`src/common_sig_pkg.sv`:
```
/*
  Shared constants and types for the common start/trip aggregator:
  register offsets, control field positions, reset values, event codes and carriers.
  Assumes a 32-bit APB register bus with one aligned word per register.
*/
package common_sig_pkg;

  // Sizes of the stage and user matrix inputs, event count, stamp and counter widths
  localparam int unsigned NUM_STAGES = 32;
  localparam int unsigned NUM_EXTRA = 16;
  localparam int unsigned NUM_EVENTS = 4;
  localparam int unsigned STAMP_W = 32;
  localparam int unsigned CNT_W = 32;

  // Register byte offsets
  localparam logic [7:0] ADDR_CTRL = 8'h00;
  localparam logic [7:0] ADDR_STATUS = 8'h04;
  localparam logic [7:0] ADDR_START_CNT = 8'h08;
  localparam logic [7:0] ADDR_TRIP_CNT = 8'h0C;
  localparam logic [7:0] ADDR_IRQ_STATUS = 8'h10;
  localparam logic [7:0] ADDR_IRQ_MASK = 8'h14;
  localparam logic [7:0] ADDR_EXTRA_START_SEL = 8'h18;
  localparam logic [7:0] ADDR_EXTRA_TRIP_SEL = 8'h1C;
  localparam logic [7:0] ADDR_LAST_EVENT = 8'h20;
  localparam logic [7:0] ADDR_LAST_STAMP = 8'h24;

  // Control register fields
  localparam int unsigned CTRL_FORCE_LSB = 0;
  localparam int unsigned CTRL_LOG_LSB = 4;
  localparam int unsigned CTRL_CNT_CLR_BIT = 8;

  // Status register fields
  localparam int unsigned STAT_COND_LSB = 0;
  localparam int unsigned STAT_START_BIT = 2;
  localparam int unsigned STAT_TRIP_BIT = 3;
  localparam int unsigned STAT_PERMIT_BIT = 4;

  // Event bit positions, also the event codes
  localparam int unsigned EVT_START_ON = 0;
  localparam int unsigned EVT_START_OFF = 1;
  localparam int unsigned EVT_TRIP_ON = 2;
  localparam int unsigned EVT_TRIP_OFF = 3;

  // Forced state selector values
  typedef enum logic [1:0] {
    FORCE_NORMAL = 2'b00,
    FORCE_START = 2'b01,
    FORCE_TRIP = 2'b10
  } forced_state_t;

  // Readable condition values
  typedef enum logic [1:0] {
    COND_NORMAL = 2'b00,
    COND_START = 2'b01,
    COND_TRIP = 2'b10
  } condition_t;

  // Event masking choices
  typedef enum logic [1:0] {
    LOG_BOTH = 2'b00,
    LOG_ON_ONLY = 2'b01,
    LOG_OFF_ONLY = 2'b10
  } log_mode_t;

  // Reset values
  localparam logic [NUM_EVENTS-1:0] IRQ_MASK_RESET = 4'h0;
  localparam logic [NUM_EXTRA-1:0] EXTRA_SEL_RESET = 16'h0000;

  // Control settings held by the block
  typedef struct packed {
    log_mode_t log_mode;
    forced_state_t forced_state_select;
  } ctrl_t;

  localparam ctrl_t CTRL_RESET = '{log_mode: LOG_BOTH, forced_state_select: FORCE_NORMAL};

  // Record handed to the main event buffer
  typedef struct packed {
    logic valid;
    logic [1:0] code;
    logic [STAMP_W-1:0] stamp;
  } event_rec_t;

  localparam event_rec_t EVENT_REC_RESET = '{valid: 1'b0, code: 2'b00, stamp: 32'h0000_0000};

endpackage : common_sig_pkg

```
`src/event_slot.sv`:
```
/*
  One pending event slot: remembers that an event fired and the time stamp taken
  at that moment, until the event record is handed out.
  Assumes the owner asserts take only while pending is high.
*/
`timescale 1ns/1ps
module event_slot (
  input wire logic pclk,
  input wire logic presetn,
  input wire logic fire,
  input wire logic take,
  input wire logic [common_sig_pkg::STAMP_W-1:0] stamp_in,
  output logic pending,
  output logic [common_sig_pkg::STAMP_W-1:0] stamp
);

  logic pending_reg;
  logic pending_next;
  logic [common_sig_pkg::STAMP_W-1:0] stamp_reg;
  logic [common_sig_pkg::STAMP_W-1:0] stamp_next;

  // A new event wins over the hand-out in the same cycle
  always_comb begin
    pending_next = fire | (pending_reg & ~take);
    stamp_next = fire ? stamp_in : stamp_reg;
  end

  // Slot registers
  always_ff @(posedge pclk or negedge presetn) begin
    if (!presetn) begin
      pending_reg <= 1'b0;
      stamp_reg <= 32'h0000_0000;
    end else begin
      pending_reg <= pending_next;
      stamp_reg <= stamp_next;
    end
  end

  assign pending = pending_reg;
  assign stamp = stamp_reg;

endmodule : event_slot

```
`src/shared_signal_event_block.sv`:
```
/*
  Common start/trip aggregator with APB registers, forcing, condition report,
  time-stamped ON/OFF events, cumulative counters and a level interrupt.
  Assumes stage, extra and time stamp inputs synchronous to pclk; the main event
  buffer accepts one record per cycle.
*/
// Function
// - Shared start/trip high when any active stage starts or trips.
// - Selected extra-start signals also drive the shared start.
// - Selected extra-trip signals also drive the shared trip.
// - Forced selector Normal/Start/Trip, default Normal, usable only with forcing permission.
// - Setting group changes leave forced selector and general settings untouched.
// - No blocking input; suppression happens inside the stages.
// - Readable condition Normal, Start or Trip following the outputs.
// - Four events: start on, start off, trip on, trip off.
// - Events reach the event buffer per masking: ON only, OFF only, both.
// - Start and trip counters count their ON events, clear on request.
// - Every event carries the time stamp of its status change.
// - Shared outputs drive both output contacts and user logic.
`timescale 1ns/1ps
module shared_signal_event_block (
  input wire logic pclk,
  input wire logic presetn,
  input wire logic psel,
  input wire logic penable,
  input wire logic pwrite,
  input wire logic [7:0] paddr,
  input wire logic [31:0] pwdata,
  output logic [31:0] prdata,
  output logic pready,
  output logic pslverr,
  input wire logic force_permit,
  input wire logic [2:0] active_group,
  input wire logic [common_sig_pkg::NUM_STAGES-1:0] stage_active,
  input wire logic [common_sig_pkg::NUM_STAGES-1:0] stage_start,
  input wire logic [common_sig_pkg::NUM_STAGES-1:0] stage_trip,
  input wire logic [common_sig_pkg::NUM_EXTRA-1:0] extra_signal,
  input wire logic [common_sig_pkg::STAMP_W-1:0] time_stamp,
  output logic relay_start,
  output logic relay_trip,
  output logic logic_start,
  output logic logic_trip,
  output common_sig_pkg::event_rec_t event_out,
  output logic irq
);

  // Register state
  common_sig_pkg::ctrl_t ctrl_reg;
  common_sig_pkg::ctrl_t ctrl_next;
  logic [common_sig_pkg::NUM_EXTRA-1:0] start_sel_reg;
  logic [common_sig_pkg::NUM_EXTRA-1:0] start_sel_next;
  logic [common_sig_pkg::NUM_EXTRA-1:0] trip_sel_reg;
  logic [common_sig_pkg::NUM_EXTRA-1:0] trip_sel_next;
  logic [common_sig_pkg::NUM_EVENTS-1:0] irq_mask_reg;
  logic [common_sig_pkg::NUM_EVENTS-1:0] irq_mask_next;
  logic [common_sig_pkg::NUM_EVENTS-1:0] irq_stat_reg;
  logic [common_sig_pkg::NUM_EVENTS-1:0] irq_stat_next;
  logic [common_sig_pkg::CNT_W-1:0] start_cnt_reg;
  logic [common_sig_pkg::CNT_W-1:0] start_cnt_next;
  logic [common_sig_pkg::CNT_W-1:0] trip_cnt_reg;
  logic [common_sig_pkg::CNT_W-1:0] trip_cnt_next;
  logic [31:0] prdata_reg;
  logic [31:0] prdata_next;
  logic pready_reg;
  logic pready_next;
  logic pslverr_reg;
  logic pslverr_next;
  logic irq_reg;
  logic irq_next;

  // Output state
  logic start_reg;
  logic start_next;
  logic trip_reg;
  logic trip_next;
  common_sig_pkg::condition_t cond_reg;
  common_sig_pkg::condition_t cond_next;
  common_sig_pkg::event_rec_t event_reg;
  common_sig_pkg::event_rec_t event_next;
  common_sig_pkg::event_rec_t last_event_reg;
  common_sig_pkg::event_rec_t last_event_next;

  // Combinational helpers
  logic setup_phase;
  logic access_done;
  logic wr_en;
  logic rd_en;
  logic addr_hit;
  logic cnt_clear;
  logic forcing;
  logic start_calc;
  logic trip_calc;
  logic [common_sig_pkg::NUM_EVENTS-1:0] event_fire;
  logic [common_sig_pkg::NUM_EVENTS-1:0] event_logged;
  logic [common_sig_pkg::NUM_EVENTS-1:0] slot_pending;
  logic [common_sig_pkg::NUM_EVENTS-1:0] slot_take;
  logic [common_sig_pkg::STAMP_W-1:0] slot_stamp [common_sig_pkg::NUM_EVENTS];

  // APB phase decode; writes land and reads clear at the completing edge
  assign setup_phase = psel & ~penable;
  assign access_done = psel & penable & pready_reg;
  assign wr_en = access_done & pwrite & addr_hit;
  assign rd_en = access_done & ~pwrite & addr_hit;
  assign cnt_clear = wr_en & (paddr == common_sig_pkg::ADDR_CTRL) & pwdata[common_sig_pkg::CTRL_CNT_CLR_BIT];

  // Address decode
  always_comb begin
    case (paddr)
      common_sig_pkg::ADDR_CTRL, common_sig_pkg::ADDR_STATUS, common_sig_pkg::ADDR_START_CNT,
      common_sig_pkg::ADDR_TRIP_CNT, common_sig_pkg::ADDR_IRQ_STATUS, common_sig_pkg::ADDR_IRQ_MASK,
      common_sig_pkg::ADDR_EXTRA_START_SEL, common_sig_pkg::ADDR_EXTRA_TRIP_SEL,
      common_sig_pkg::ADDR_LAST_EVENT, common_sig_pkg::ADDR_LAST_STAMP: addr_hit = 1'b1;
      default: addr_hit = 1'b0;
    endcase
  end

  // Aggregation of stage and extra signals; no blocking term exists here
  always_comb begin
    start_calc = |(stage_active & stage_start) | |(extra_signal & start_sel_reg);
    trip_calc = |(stage_active & stage_trip) | |(extra_signal & trip_sel_reg);
    forcing = force_permit & (ctrl_reg.forced_state_select != common_sig_pkg::FORCE_NORMAL);
    if (forcing) begin
      start_next = 1'b1;
      trip_next = (ctrl_reg.forced_state_select == common_sig_pkg::FORCE_TRIP);
    end else begin
      start_next = start_calc;
      trip_next = trip_calc;
    end
    // Condition follows the outputs being registered now
    if (trip_next) begin
      cond_next = common_sig_pkg::COND_TRIP;
    end else if (start_next) begin
      cond_next = common_sig_pkg::COND_START;
    end else begin
      cond_next = common_sig_pkg::COND_NORMAL;
    end
  end

  // Output edges give exactly one event each
  always_comb begin
    event_fire = '0;
    event_fire[common_sig_pkg::EVT_START_ON] = start_next & ~start_reg;
    event_fire[common_sig_pkg::EVT_START_OFF] = ~start_next & start_reg;
    event_fire[common_sig_pkg::EVT_TRIP_ON] = trip_next & ~trip_reg;
    event_fire[common_sig_pkg::EVT_TRIP_OFF] = ~trip_next & trip_reg;
    case (ctrl_reg.log_mode)
      common_sig_pkg::LOG_ON_ONLY: begin
        event_logged = event_fire & 4'h5;
      end
      common_sig_pkg::LOG_OFF_ONLY: begin
        event_logged = event_fire & 4'hA;
      end
      default: begin
        event_logged = event_fire;
      end
    endcase
  end

  // Pending slots keep each logged event with its own stamp
  genvar gi;
  generate
    for (gi = 0; gi < common_sig_pkg::NUM_EVENTS; gi++) begin : g_slot
      event_slot u_slot (
        .pclk(pclk),
        .presetn(presetn),
        .fire(event_logged[gi]),
        .take(slot_take[gi]),
        .stamp_in(time_stamp),
        .pending(slot_pending[gi]),
        .stamp(slot_stamp[gi])
      );
    end
  endgenerate

  // Hand out the lowest pending event, one per cycle
  always_comb begin
    slot_take = '0;
    event_next = common_sig_pkg::EVENT_REC_RESET;
    for (int i = common_sig_pkg::NUM_EVENTS - 1; i >= 0; i--) begin
      if (slot_pending[i]) begin
        slot_take = '0;
        slot_take[i] = 1'b1;
        event_next.valid = 1'b1;
        event_next.code = i[1:0];
        event_next.stamp = slot_stamp[i];
      end
    end
    last_event_next = event_next.valid ? event_next : last_event_reg;
  end

  // Control settings; no input touches them besides software, so group changes leave them
  always_comb begin
    ctrl_next = ctrl_reg;
    start_sel_next = start_sel_reg;
    trip_sel_next = trip_sel_reg;
    irq_mask_next = irq_mask_reg;
    if (wr_en) begin
      case (paddr)
        common_sig_pkg::ADDR_CTRL: begin
          if (force_permit) begin
            ctrl_next.forced_state_select =
              common_sig_pkg::forced_state_t'(pwdata[common_sig_pkg::CTRL_FORCE_LSB +: 2]);
          end
          ctrl_next.log_mode = common_sig_pkg::log_mode_t'(pwdata[common_sig_pkg::CTRL_LOG_LSB +: 2]);
        end
        common_sig_pkg::ADDR_EXTRA_START_SEL: begin
          start_sel_next = pwdata[common_sig_pkg::NUM_EXTRA-1:0];
        end
        common_sig_pkg::ADDR_EXTRA_TRIP_SEL: begin
          trip_sel_next = pwdata[common_sig_pkg::NUM_EXTRA-1:0];
        end
        common_sig_pkg::ADDR_IRQ_MASK: begin
          irq_mask_next = pwdata[common_sig_pkg::NUM_EVENTS-1:0];
        end
        default: begin
          ctrl_next = ctrl_reg;
        end
      endcase
    end
  end

  // Counters and sticky status; an event in the clearing cycle wins
  always_comb begin
    start_cnt_next = cnt_clear ? '0 : start_cnt_reg;
    trip_cnt_next = cnt_clear ? '0 : trip_cnt_reg;
    if (event_fire[common_sig_pkg::EVT_START_ON]) begin
      start_cnt_next = start_cnt_next + 32'h0000_0001;
    end
    if (event_fire[common_sig_pkg::EVT_TRIP_ON]) begin
      trip_cnt_next = trip_cnt_next + 32'h0000_0001;
    end
    irq_stat_next = irq_stat_reg;
    if (rd_en && (paddr == common_sig_pkg::ADDR_IRQ_STATUS)) begin
      irq_stat_next = '0;
    end
    irq_stat_next = irq_stat_next | event_fire;
    irq_next = |(irq_stat_next & irq_mask_next);
  end

  // APB answer: pready one cycle after setup, read data captured in setup
  always_comb begin
    pready_next = setup_phase;
    pslverr_next = setup_phase & ~addr_hit;
    prdata_next = access_done ? 32'h0000_0000 : prdata_reg;
    if (setup_phase && !pwrite) begin
      case (paddr)
        common_sig_pkg::ADDR_CTRL: begin
          prdata_next = {26'h0000000, ctrl_reg.log_mode, 2'b00, ctrl_reg.forced_state_select};
        end
        common_sig_pkg::ADDR_STATUS: begin
          prdata_next = {27'h0000000, force_permit, trip_reg, start_reg, cond_reg};
        end
        common_sig_pkg::ADDR_START_CNT: prdata_next = start_cnt_reg;
        common_sig_pkg::ADDR_TRIP_CNT: prdata_next = trip_cnt_reg;
        common_sig_pkg::ADDR_IRQ_STATUS: prdata_next = {28'h0000000, irq_stat_reg};
        common_sig_pkg::ADDR_IRQ_MASK: prdata_next = {28'h0000000, irq_mask_reg};
        common_sig_pkg::ADDR_EXTRA_START_SEL: prdata_next = {16'h0000, start_sel_reg};
        common_sig_pkg::ADDR_EXTRA_TRIP_SEL: prdata_next = {16'h0000, trip_sel_reg};
        common_sig_pkg::ADDR_LAST_EVENT: prdata_next = {29'h00000000, last_event_reg.valid, last_event_reg.code};
        common_sig_pkg::ADDR_LAST_STAMP: prdata_next = last_event_reg.stamp;
        default: prdata_next = 32'h0000_0000;
      endcase
    end
  end

  // All registers
  always_ff @(posedge pclk or negedge presetn) begin
    if (!presetn) begin
      ctrl_reg <= common_sig_pkg::CTRL_RESET;
      start_sel_reg <= common_sig_pkg::EXTRA_SEL_RESET;
      trip_sel_reg <= common_sig_pkg::EXTRA_SEL_RESET;
      irq_mask_reg <= common_sig_pkg::IRQ_MASK_RESET;
      irq_stat_reg <= 4'h0;
      start_cnt_reg <= 32'h0000_0000;
      trip_cnt_reg <= 32'h0000_0000;
      prdata_reg <= 32'h0000_0000;
      pready_reg <= 1'b0;
      pslverr_reg <= 1'b0;
      irq_reg <= 1'b0;
      start_reg <= 1'b0;
      trip_reg <= 1'b0;
      cond_reg <= common_sig_pkg::COND_NORMAL;
      event_reg <= common_sig_pkg::EVENT_REC_RESET;
      last_event_reg <= common_sig_pkg::EVENT_REC_RESET;
    end else begin
      ctrl_reg <= ctrl_next;
      start_sel_reg <= start_sel_next;
      trip_sel_reg <= trip_sel_next;
      irq_mask_reg <= irq_mask_next;
      irq_stat_reg <= irq_stat_next;
      start_cnt_reg <= start_cnt_next;
      trip_cnt_reg <= trip_cnt_next;
      prdata_reg <= prdata_next;
      pready_reg <= pready_next;
      pslverr_reg <= pslverr_next;
      irq_reg <= irq_next;
      start_reg <= start_next;
      trip_reg <= trip_next;
      cond_reg <= cond_next;
      event_reg <= event_next;
      last_event_reg <= last_event_next;
    end
  end

  // Shared signals fan out to contacts and user logic from the same flops
  assign relay_start = start_reg;
  assign relay_trip = trip_reg;
  assign logic_start = start_reg;
  assign logic_trip = trip_reg;
  assign event_out = event_reg;
  assign irq = irq_reg;
  assign prdata = prdata_reg;
  assign pready = pready_reg;
  assign pslverr = pslverr_reg;

endmodule : shared_signal_event_block

```
`config.mk`:
```
export PLATFORM = sky130hd
export DESIGN_NAME = shared_signal_event_block
export DESIGN_NICKNAME = d
export VERILOG_FILES = /design/src/common_sig_pkg.sv /design/src/event_slot.sv /design/src/shared_signal_event_block.sv
export SDC_FILE = /design/constraint.sdc
export NUM_CORES = 1
export LEC_CHECK = 0
export CAP_MARGIN = 10
export CORE_ASPECT_RATIO = 0.5
export CORE_UTILIZATION = 30
export CTS_CLUSTER_DIAMETER = 120
export DETAILED_ROUTE_END_ITERATION = 12
export DONT_BUFFER_PORTS = 1
export PLACE_DENSITY = 0.4
export RECOVER_POWER = 100
export SLEW_MARGIN = 20
export SYNTH_ARGS = -nofsm -noshare
export SYNTH_HDL_FRONTEND = slang
export SYNTH_HIERARCHICAL = 1
export SYNTH_SLANG_ARGS = --single-unit
```
`constraint.sdc`:
```
create_clock -name pclk -period 3.5 [get_ports pclk]
set_input_delay 0 -clock pclk [delete_from_list [all_inputs] [get_ports pclk]]
set_output_delay 0 -clock pclk [all_outputs]
set_load 0.05 [all_outputs]
```
### Word-level counts from Yosys, hierarchy flattened

Cells that the tools add are included.

| word-level totals | value |
|---|---|
| bits in registers | 349 |
| bits in latches | 0 |
| bits in read-only memories | 0 |
| output and inout bits | 74 |
| word-level logic and storage cells | 125 |
| RAM bits | 0 |
| memories | 0 |

| cells by class | value |
|---|---|
| shift-type cells | 0 |
| reductions and logical operators | 16 |
| muxes and demuxes | 24 |
| div/mod/pow operators | 0 |
| $lt $le $gt $ge | 0 |
| add/sub/neg operators | 2 |
| bitwise operators | 42 |
| $mul | 0 |
| eq/ne operators | 12 |

Operator list:

| cell | number |
|---|---|
| one-hot mux 32 bit (10 select lines) | 1 |
| 2-to-1 mux 32 bit | 6 |
| 2-to-1 mux 35 bit | 4 |
| adder 32 x 1 -> 32 bit, second input constant | 2 |
| AND 32 bit | 2 |
| OR reduction 32 bit | 2 |
| AND 16 bit | 2 |
| == test 8 x 5 -> 1 bit, second input constant | 4 |
| OR reduction 16 bit | 2 |
| 2-to-1 mux 4 bit | 7 |
| AND 1 bit | 19 |
| == test 8 x 4 -> 1 bit, second input constant | 2 |
| == test 8 x 6 -> 1 bit, second input constant | 2 |
| NOT 1 bit | 11 |
| OR reduction 10 bit | 1 |
| == test 8 x 3 -> 1 bit, second input constant | 1 |
| zero test 8 bit | 1 |
| one-hot mux 4 bit (2 select lines) | 1 |
| OR 1 bit | 6 |
| AND reduction 2 bit | 3 |
| AND 4 bit | 1 |
| == test 2 bit, second input constant | 2 |
| 2-to-1 mux 1 bit | 4 |
| OR 4 bit | 1 |
| other kinds (7) | 9 |

### Longest topological paths before layout

| logic depth | value |
|---|---|
| depth in word-level cells | 9 |
| depth in mapped cells | 11 |
| gate-level depth less buffers | 9 |

### Modules after synthesis

The synthesis kept the hierarchy.

By module, submodules not included:

| module | area each (µm²) | cells an instance | instances | sequential area each (µm²) |
|---|---|---|---|---|
| shared_signal_event_block | 10,765.3 | 1,088 | 1 | 5,405.2 |
| event_slot | 1,377.6 | 71 | 4 | 825.8 |

### Worst setup path after synthesis

No wires, ideal clock.

| timing path | value |
|---|---|
| path kind | flip-flop to flip-flop |
| start point | register pready_reg, in the netlist pready |
| end point | register start_cnt_reg[26] (netlist bit) |
| stages on the path, launching flop included | 11 |
| setup time | 0.078 ns |
| path slack | 0.600 ns |
| arrival time | 2.822 ns |
| path buffers | 1 |
| path through | dfrtp_1 nand4_1 or4_4 clkbuf_1 and2_1 ha_1 nand2_1 nor3_2 nand3_2 or4_1 a21oi_1 |

| on the way | value |
|---|---|
| word-level cells in the longest chain between the ends | 8 |

RTL lines:

| item | RTL line | text |
|---|---|---|
| from (decl) | shared_signal_event_block.sv:64 | `logic pready_reg;` |
| from (signal assigned) | shared_signal_event_block.sv:294 | `pready_reg <= pready_next;` |
| AND 1 bit * | shared_signal_event_block.sv:101 | `assign access_done = psel & penable & pready_reg;` |
| AND 1 bit * (2 in series) | shared_signal_event_block.sv:102 | `assign wr_en = access_done & pwrite & addr_hit;` |
| AND 1 bit * (2 in series) | shared_signal_event_block.sv:104 | `assign cnt_clear = wr_en & (paddr == common_sig_pkg::ADDR_CTRL) & pwdata[common_sig_pkg::CTRL_CNT_CLR_BIT];` |
| 2-to-1 mux 32 bit * | shared_signal_event_block.sv:224 | `start_cnt_next = cnt_clear ? '0 : start_cnt_reg;` |
| adder 32 x 1 -> 32 bit | shared_signal_event_block.sv:227 | `start_cnt_next = start_cnt_next + 32'h0000_0001;` |
| 2-to-1 mux 32 bit * | shared_signal_event_block.sv:226 | `if (event_fire[common_sig_pkg::EVT_START_ON]) begin` |
| net start_cnt_next (one bit) | shared_signal_event_block.sv:59 | `logic [common_sig_pkg::CNT_W-1:0] start_cnt_next;` |
| to (signal assigned) | shared_signal_event_block.sv:291 | `start_cnt_reg <= start_cnt_next;` |
| to (decl) | shared_signal_event_block.sv:58 | `logic [common_sig_pkg::CNT_W-1:0] start_cnt_reg;` |

The timed path passes the listed nets; every way through them passes the cells marked *.
A chain may end at the register's enable or synchronous reset.

### Worst setup path after layout

| timing path | value |
|---|---|
| start point | register start_reg, in the netlist logic_start |
| end point | register start_cnt_reg[26] (netlist bit) |

| on the way | value |
|---|---|
| word-level cells in the longest chain between the ends | 3 |

RTL lines:

| item | RTL line | text |
|---|---|---|
| from (decl) | shared_signal_event_block.sv:72 | `logic start_reg;` |
| from (signal assigned) | shared_signal_event_block.sv:297 | `start_reg <= start_next;` |
| NOT 1 bit | shared_signal_event_block.sv:142 | `event_fire[common_sig_pkg::EVT_START_ON] = start_next & ~start_reg;` |
| AND 1 bit | shared_signal_event_block.sv:142 |  |
| 2-to-1 mux 32 bit | shared_signal_event_block.sv:226 |  |
| net start_cnt_next (one bit) | shared_signal_event_block.sv:59 |  |

The timed path passes the listed nets, and every way through them passes these cells.

==> results.toml <==
[outcome]
result_of_the_run = "complete, but fails checks"
failed_checks = "hold timing, capacitance limit, slew limit"

[power]
static-leakage-power_nw = 8.70
power.net_switching_mw = 1.89
power_frac_comb_pct = 3.0
irDropWorstVdd_mv = 0.356
power_frac_seq_pct = 48.5
cell_internal_pwr_mw = 6.64
powerDensity_mw_per_mm2 = 466
switching_share_pct = 22.1
power.clock.fraction_pct = 48.5

[logic_synthesis]
dominant_combinational_cell_family_by_area_after_synthesis = "multiplexers"
post_syn_area_mm2 = 0.0163
synth_compound_gate_area_share_pct = 13.9
yosysWarnings = 6
synth-xor-area-share_pct = 2.04
post_synth_inst_count = 1372
yosys.area_share.adder_pct = 0.308
count_of_flip_flops_with_a_built_in_enable_after_synthesis = 0
ys_dominant_reg_cell = "sky130_fd_sc_hd__dfrtp_1"
basic_gate_share_of_the_synthesized_area_counting_and_or_nand_and_nor_cells_pct = 12.0
synthesis.nets = 1569
synth.top_cell.area_share_pct = 53.5
synth_top_cell_by_area = "sky130_fd_sc_hd__dfrtp_1"
synth_area_leaders = "sky130_fd_sc_hd__dfrtp_1 54%, sky130_fd_sc_hd__mux2_4 11%, sky130_fd_sc_hd__mux2_2 3.6%, sky130_fd_sc_hd__nand2_1 3.2%, sky130_fd_sc_hd__a22oi_1 3.1%"
syn-mean-instance-area_um2 = 11.9
async_flop_share_pct = 100
synth_seq_cells = 348
muxShareOfSynthArea_pct = 14.3
post_synth_num_cell_types = 57
synth-seq-area-share_pct = 53.5

[worst_setup_path]
cp.arrival_ps = 3660
reg2reg_slack_ps = 300
cp_slowest_cell = "sky130_fd_sc_hd__clkbuf_1"
worstPathRequired_ps = 3960
critical_path.startpoint_type = "flop"
regToRegStartpoint = "logic_start"
capturing_element_of_the_worst_setup_path = "start_cnt_reg[26]"
crit_type = "flop to flop"
critical_path.max_fanout = 25
worst_path_largest_cell_delay_ps = 690
crit_path_cell_trace = "clkbuf_1 -> a31oi_2 -> buf_4 -> nand3_2 -> or4_1 -> a21oi_1"
worstSetupEndpointType = "flop"
worstRegToRegCells = 6
critical_path.startpoint = "logic_start"
timing.rr.end = "start_cnt_reg[26]"

[cells_and_area]
final-instance-count-excl-fill = 2155
final_common_cell = "sky130_fd_sc_hd__dfrtp_1"
net_total_in_the_final_layout = 1623
antenna_cells = 0
layout.cells.most_common_list = "347 x sky130_fd_sc_hd__dfrtp_1, 139 x sky130_fd_sc_hd__nand2_1, 116 x sky130_fd_sc_hd__mux2_1"
drive_gt1_share_pct = 11.2
synthToLayoutAreaGrowth_pct = 12.6
largest_register_ff_count = 128

[placed_design]
post-place-cells = 2027
hpwl_mm = 35.4
gp_congestion = 0.886
io_buffer_count = 0

[timing]
final.hold.worst_slack_ps = -834
post-route-period-util_pct = 91.4
timing.final.hold_violations = 348
rsz0062_at_grt = "no"
achievable-frequency_mhz = 313
finalSetupViolCount = 0
fin_crit_ps = 3200
timing.setup.tns_ps = 0
worst_margin_slew_ps = 1710
drv_slew = 4
clock_skew_ps = 22.6
worst_rel_slew_slack_pct = -14.1

[global_route]
groute.layer.met1.usage_pct = 27.0
global_route.overflow_total = 0
antenna_found_initial = 0
grt_first_pass_wirelength_mm = 78.1
grt_util_all_layers_pct = 18.4
globalRouteMet3Util_pct = 4.23
number_of_global_route_vias_before_repair = 11800
grt_max_degree = 349
groute.layer.met2.usage_pct = 27.3
grt.busiest_layer = "met2"

[cts]
clk_root_buffer_cell = "sky130_fd_sc_hd__clkbuf_16"
clkLatencyLatePin_ps = 550
tritoncts.num_buffers = 36
clock_sinks = 348
ctsResizeCount = 0
cts_tree = "yes"
htreeDepth = 2
worst_setup_hold_path_clk_slew_ps = 60
cts.repair_timing.setup_buffer_count = 0
cts.hold.buffers_added = 62
clk_path_buf_depth = 3

[floorplanning]
overall_die_width_um = 331
die_y_um = 167
core_mm2 = 0.0528
initial_utilization_pct = 30.8
rows = 59
die_area_mm2 = 0.0552
io_pins = 267

[drt]
wire_per_inst_um = 23.6
route.final.wire_length_mm = 50.9
detail_route.iter0.violations = 1007
routed-via-count = 11500
vias_per_cell = 5.34
detail_route.first_pass.iterations = 5
antenna_left = 0
post-route-drc-count = 0

[worst_hold_path]
hold_path.class = "input pin to asynchronous set/reset pin"

[job]
cap_viol_max_count = 1
Yosys cell counts, types with 5 or more instances:
library cell and count:
sky130_fd_sc_hd__o31ai_1 6, sky130_fd_sc_hd__and4_1 9, sky130_fd_sc_hd__nand2_1 138, sky130_fd_sc_hd__mux2_2 52
sky130_fd_sc_hd__buf_12 12, sky130_fd_sc_hd__o21ai_1 7, sky130_fd_sc_hd__nor3_1 6, sky130_fd_sc_hd__a21o_1 39
sky130_fd_sc_hd__a221oi_1 14, sky130_fd_sc_hd__mux2_4 116, sky130_fd_sc_hd__clkbuf_1 56, sky130_fd_sc_hd__a222oi_1 31
sky130_fd_sc_hd__buf_6 5, sky130_fd_sc_hd__and3_1 12, sky130_fd_sc_hd__or3_1 19, sky130_fd_sc_hd__nand4_1 52
sky130_fd_sc_hd__inv_1 23, sky130_fd_sc_hd__nand3_1 26, sky130_fd_sc_hd__o21ai_0 61, sky130_fd_sc_hd__xor2_1 34
sky130_fd_sc_hd__dfrtp_1 348, sky130_fd_sc_hd__nor4_1 5, sky130_fd_sc_hd__or4_1 9, sky130_fd_sc_hd__a22oi_1 67
sky130_fd_sc_hd__nor2_1 82, sky130_fd_sc_hd__and2_1 8, sky130_fd_sc_hd__a22o_1 28, sky130_fd_sc_hd__a21oi_1 52
layer usage:
metal | vias up | share of wire, %
met5 | - | 0
met4 | 0 | 2.0
met3 | 73 | 6.2
met2 | 340 | 44
met1 | 5918 | 48
li1 | 5183 | -
power by group through the flow:
stage	Combinational [mW]	Sequential, mW	Clock [mW]
finish	0.252	4.14	4.14
global route	0.277	4.14	4.44
CTS	0.274	4.14	4.27
detailed placement	0.193	4.21	0
global placement	0.188	4.21	0
floorplan	0.143	4.19	0
how the worst min path moves through the flow:
stage,cells after the start,start,end,slack (ps)
finish,0,presetn,g_slot[0].u_slot/stamp[4],-830
global placement,0,presetn,g_slot[0].u_slot/stamp[9],-270
global route,0,presetn,g_slot[0].u_slot/stamp[4],-870
detailed placement,0,presetn,g_slot[0].u_slot/stamp[9],-280
floorplan,0,presetn,cond_reg[0],-300
CTS,0,presetn,g_slot[1].u_slot/stamp[4],-870
area by class of cell:
class	count	area, µm²
clock buffers	52	1070
clock inverters	14	205
fillers	5319	34500
inverters	23	86.3
multi-input cells	921	6520
flip-flops and latches	348	8710
well taps	701	877
repair buffers	96	846
through the flow:
stage	setup slack [ps]	instance area, µm²	power (mW)	util [%]
2_1_floorplan	600	16300	4.33	-
3_3_place_gp	376	16900	4.40	32.1
3_5_place_dp	368	16900	4.41	32.1
4_1_cts	345	18800	8.69	35.7
5_1_grt	173	18300	8.86	34.7
6_report	302	18300	8.53	34.7
cell families after synthesis:
kind of cell	after synthesis
AOI/OAI and AO/OA	323
xor gates and xnor gates	38
adders and majority gates	4
buffers and inverters	103
DFF	348
muxes	168
and+or+nand+nor	388
worst max-delay path: cells and delay by family (launching register included):
kind                   cells  cell delay (ps)
buffers and inverters      2             1090
AO/OA/AOI/OAI              2              860
AND/OR/NAND/NOR            2              780
flip-flops                 1              380
Power figures use the tool's default switching activity.
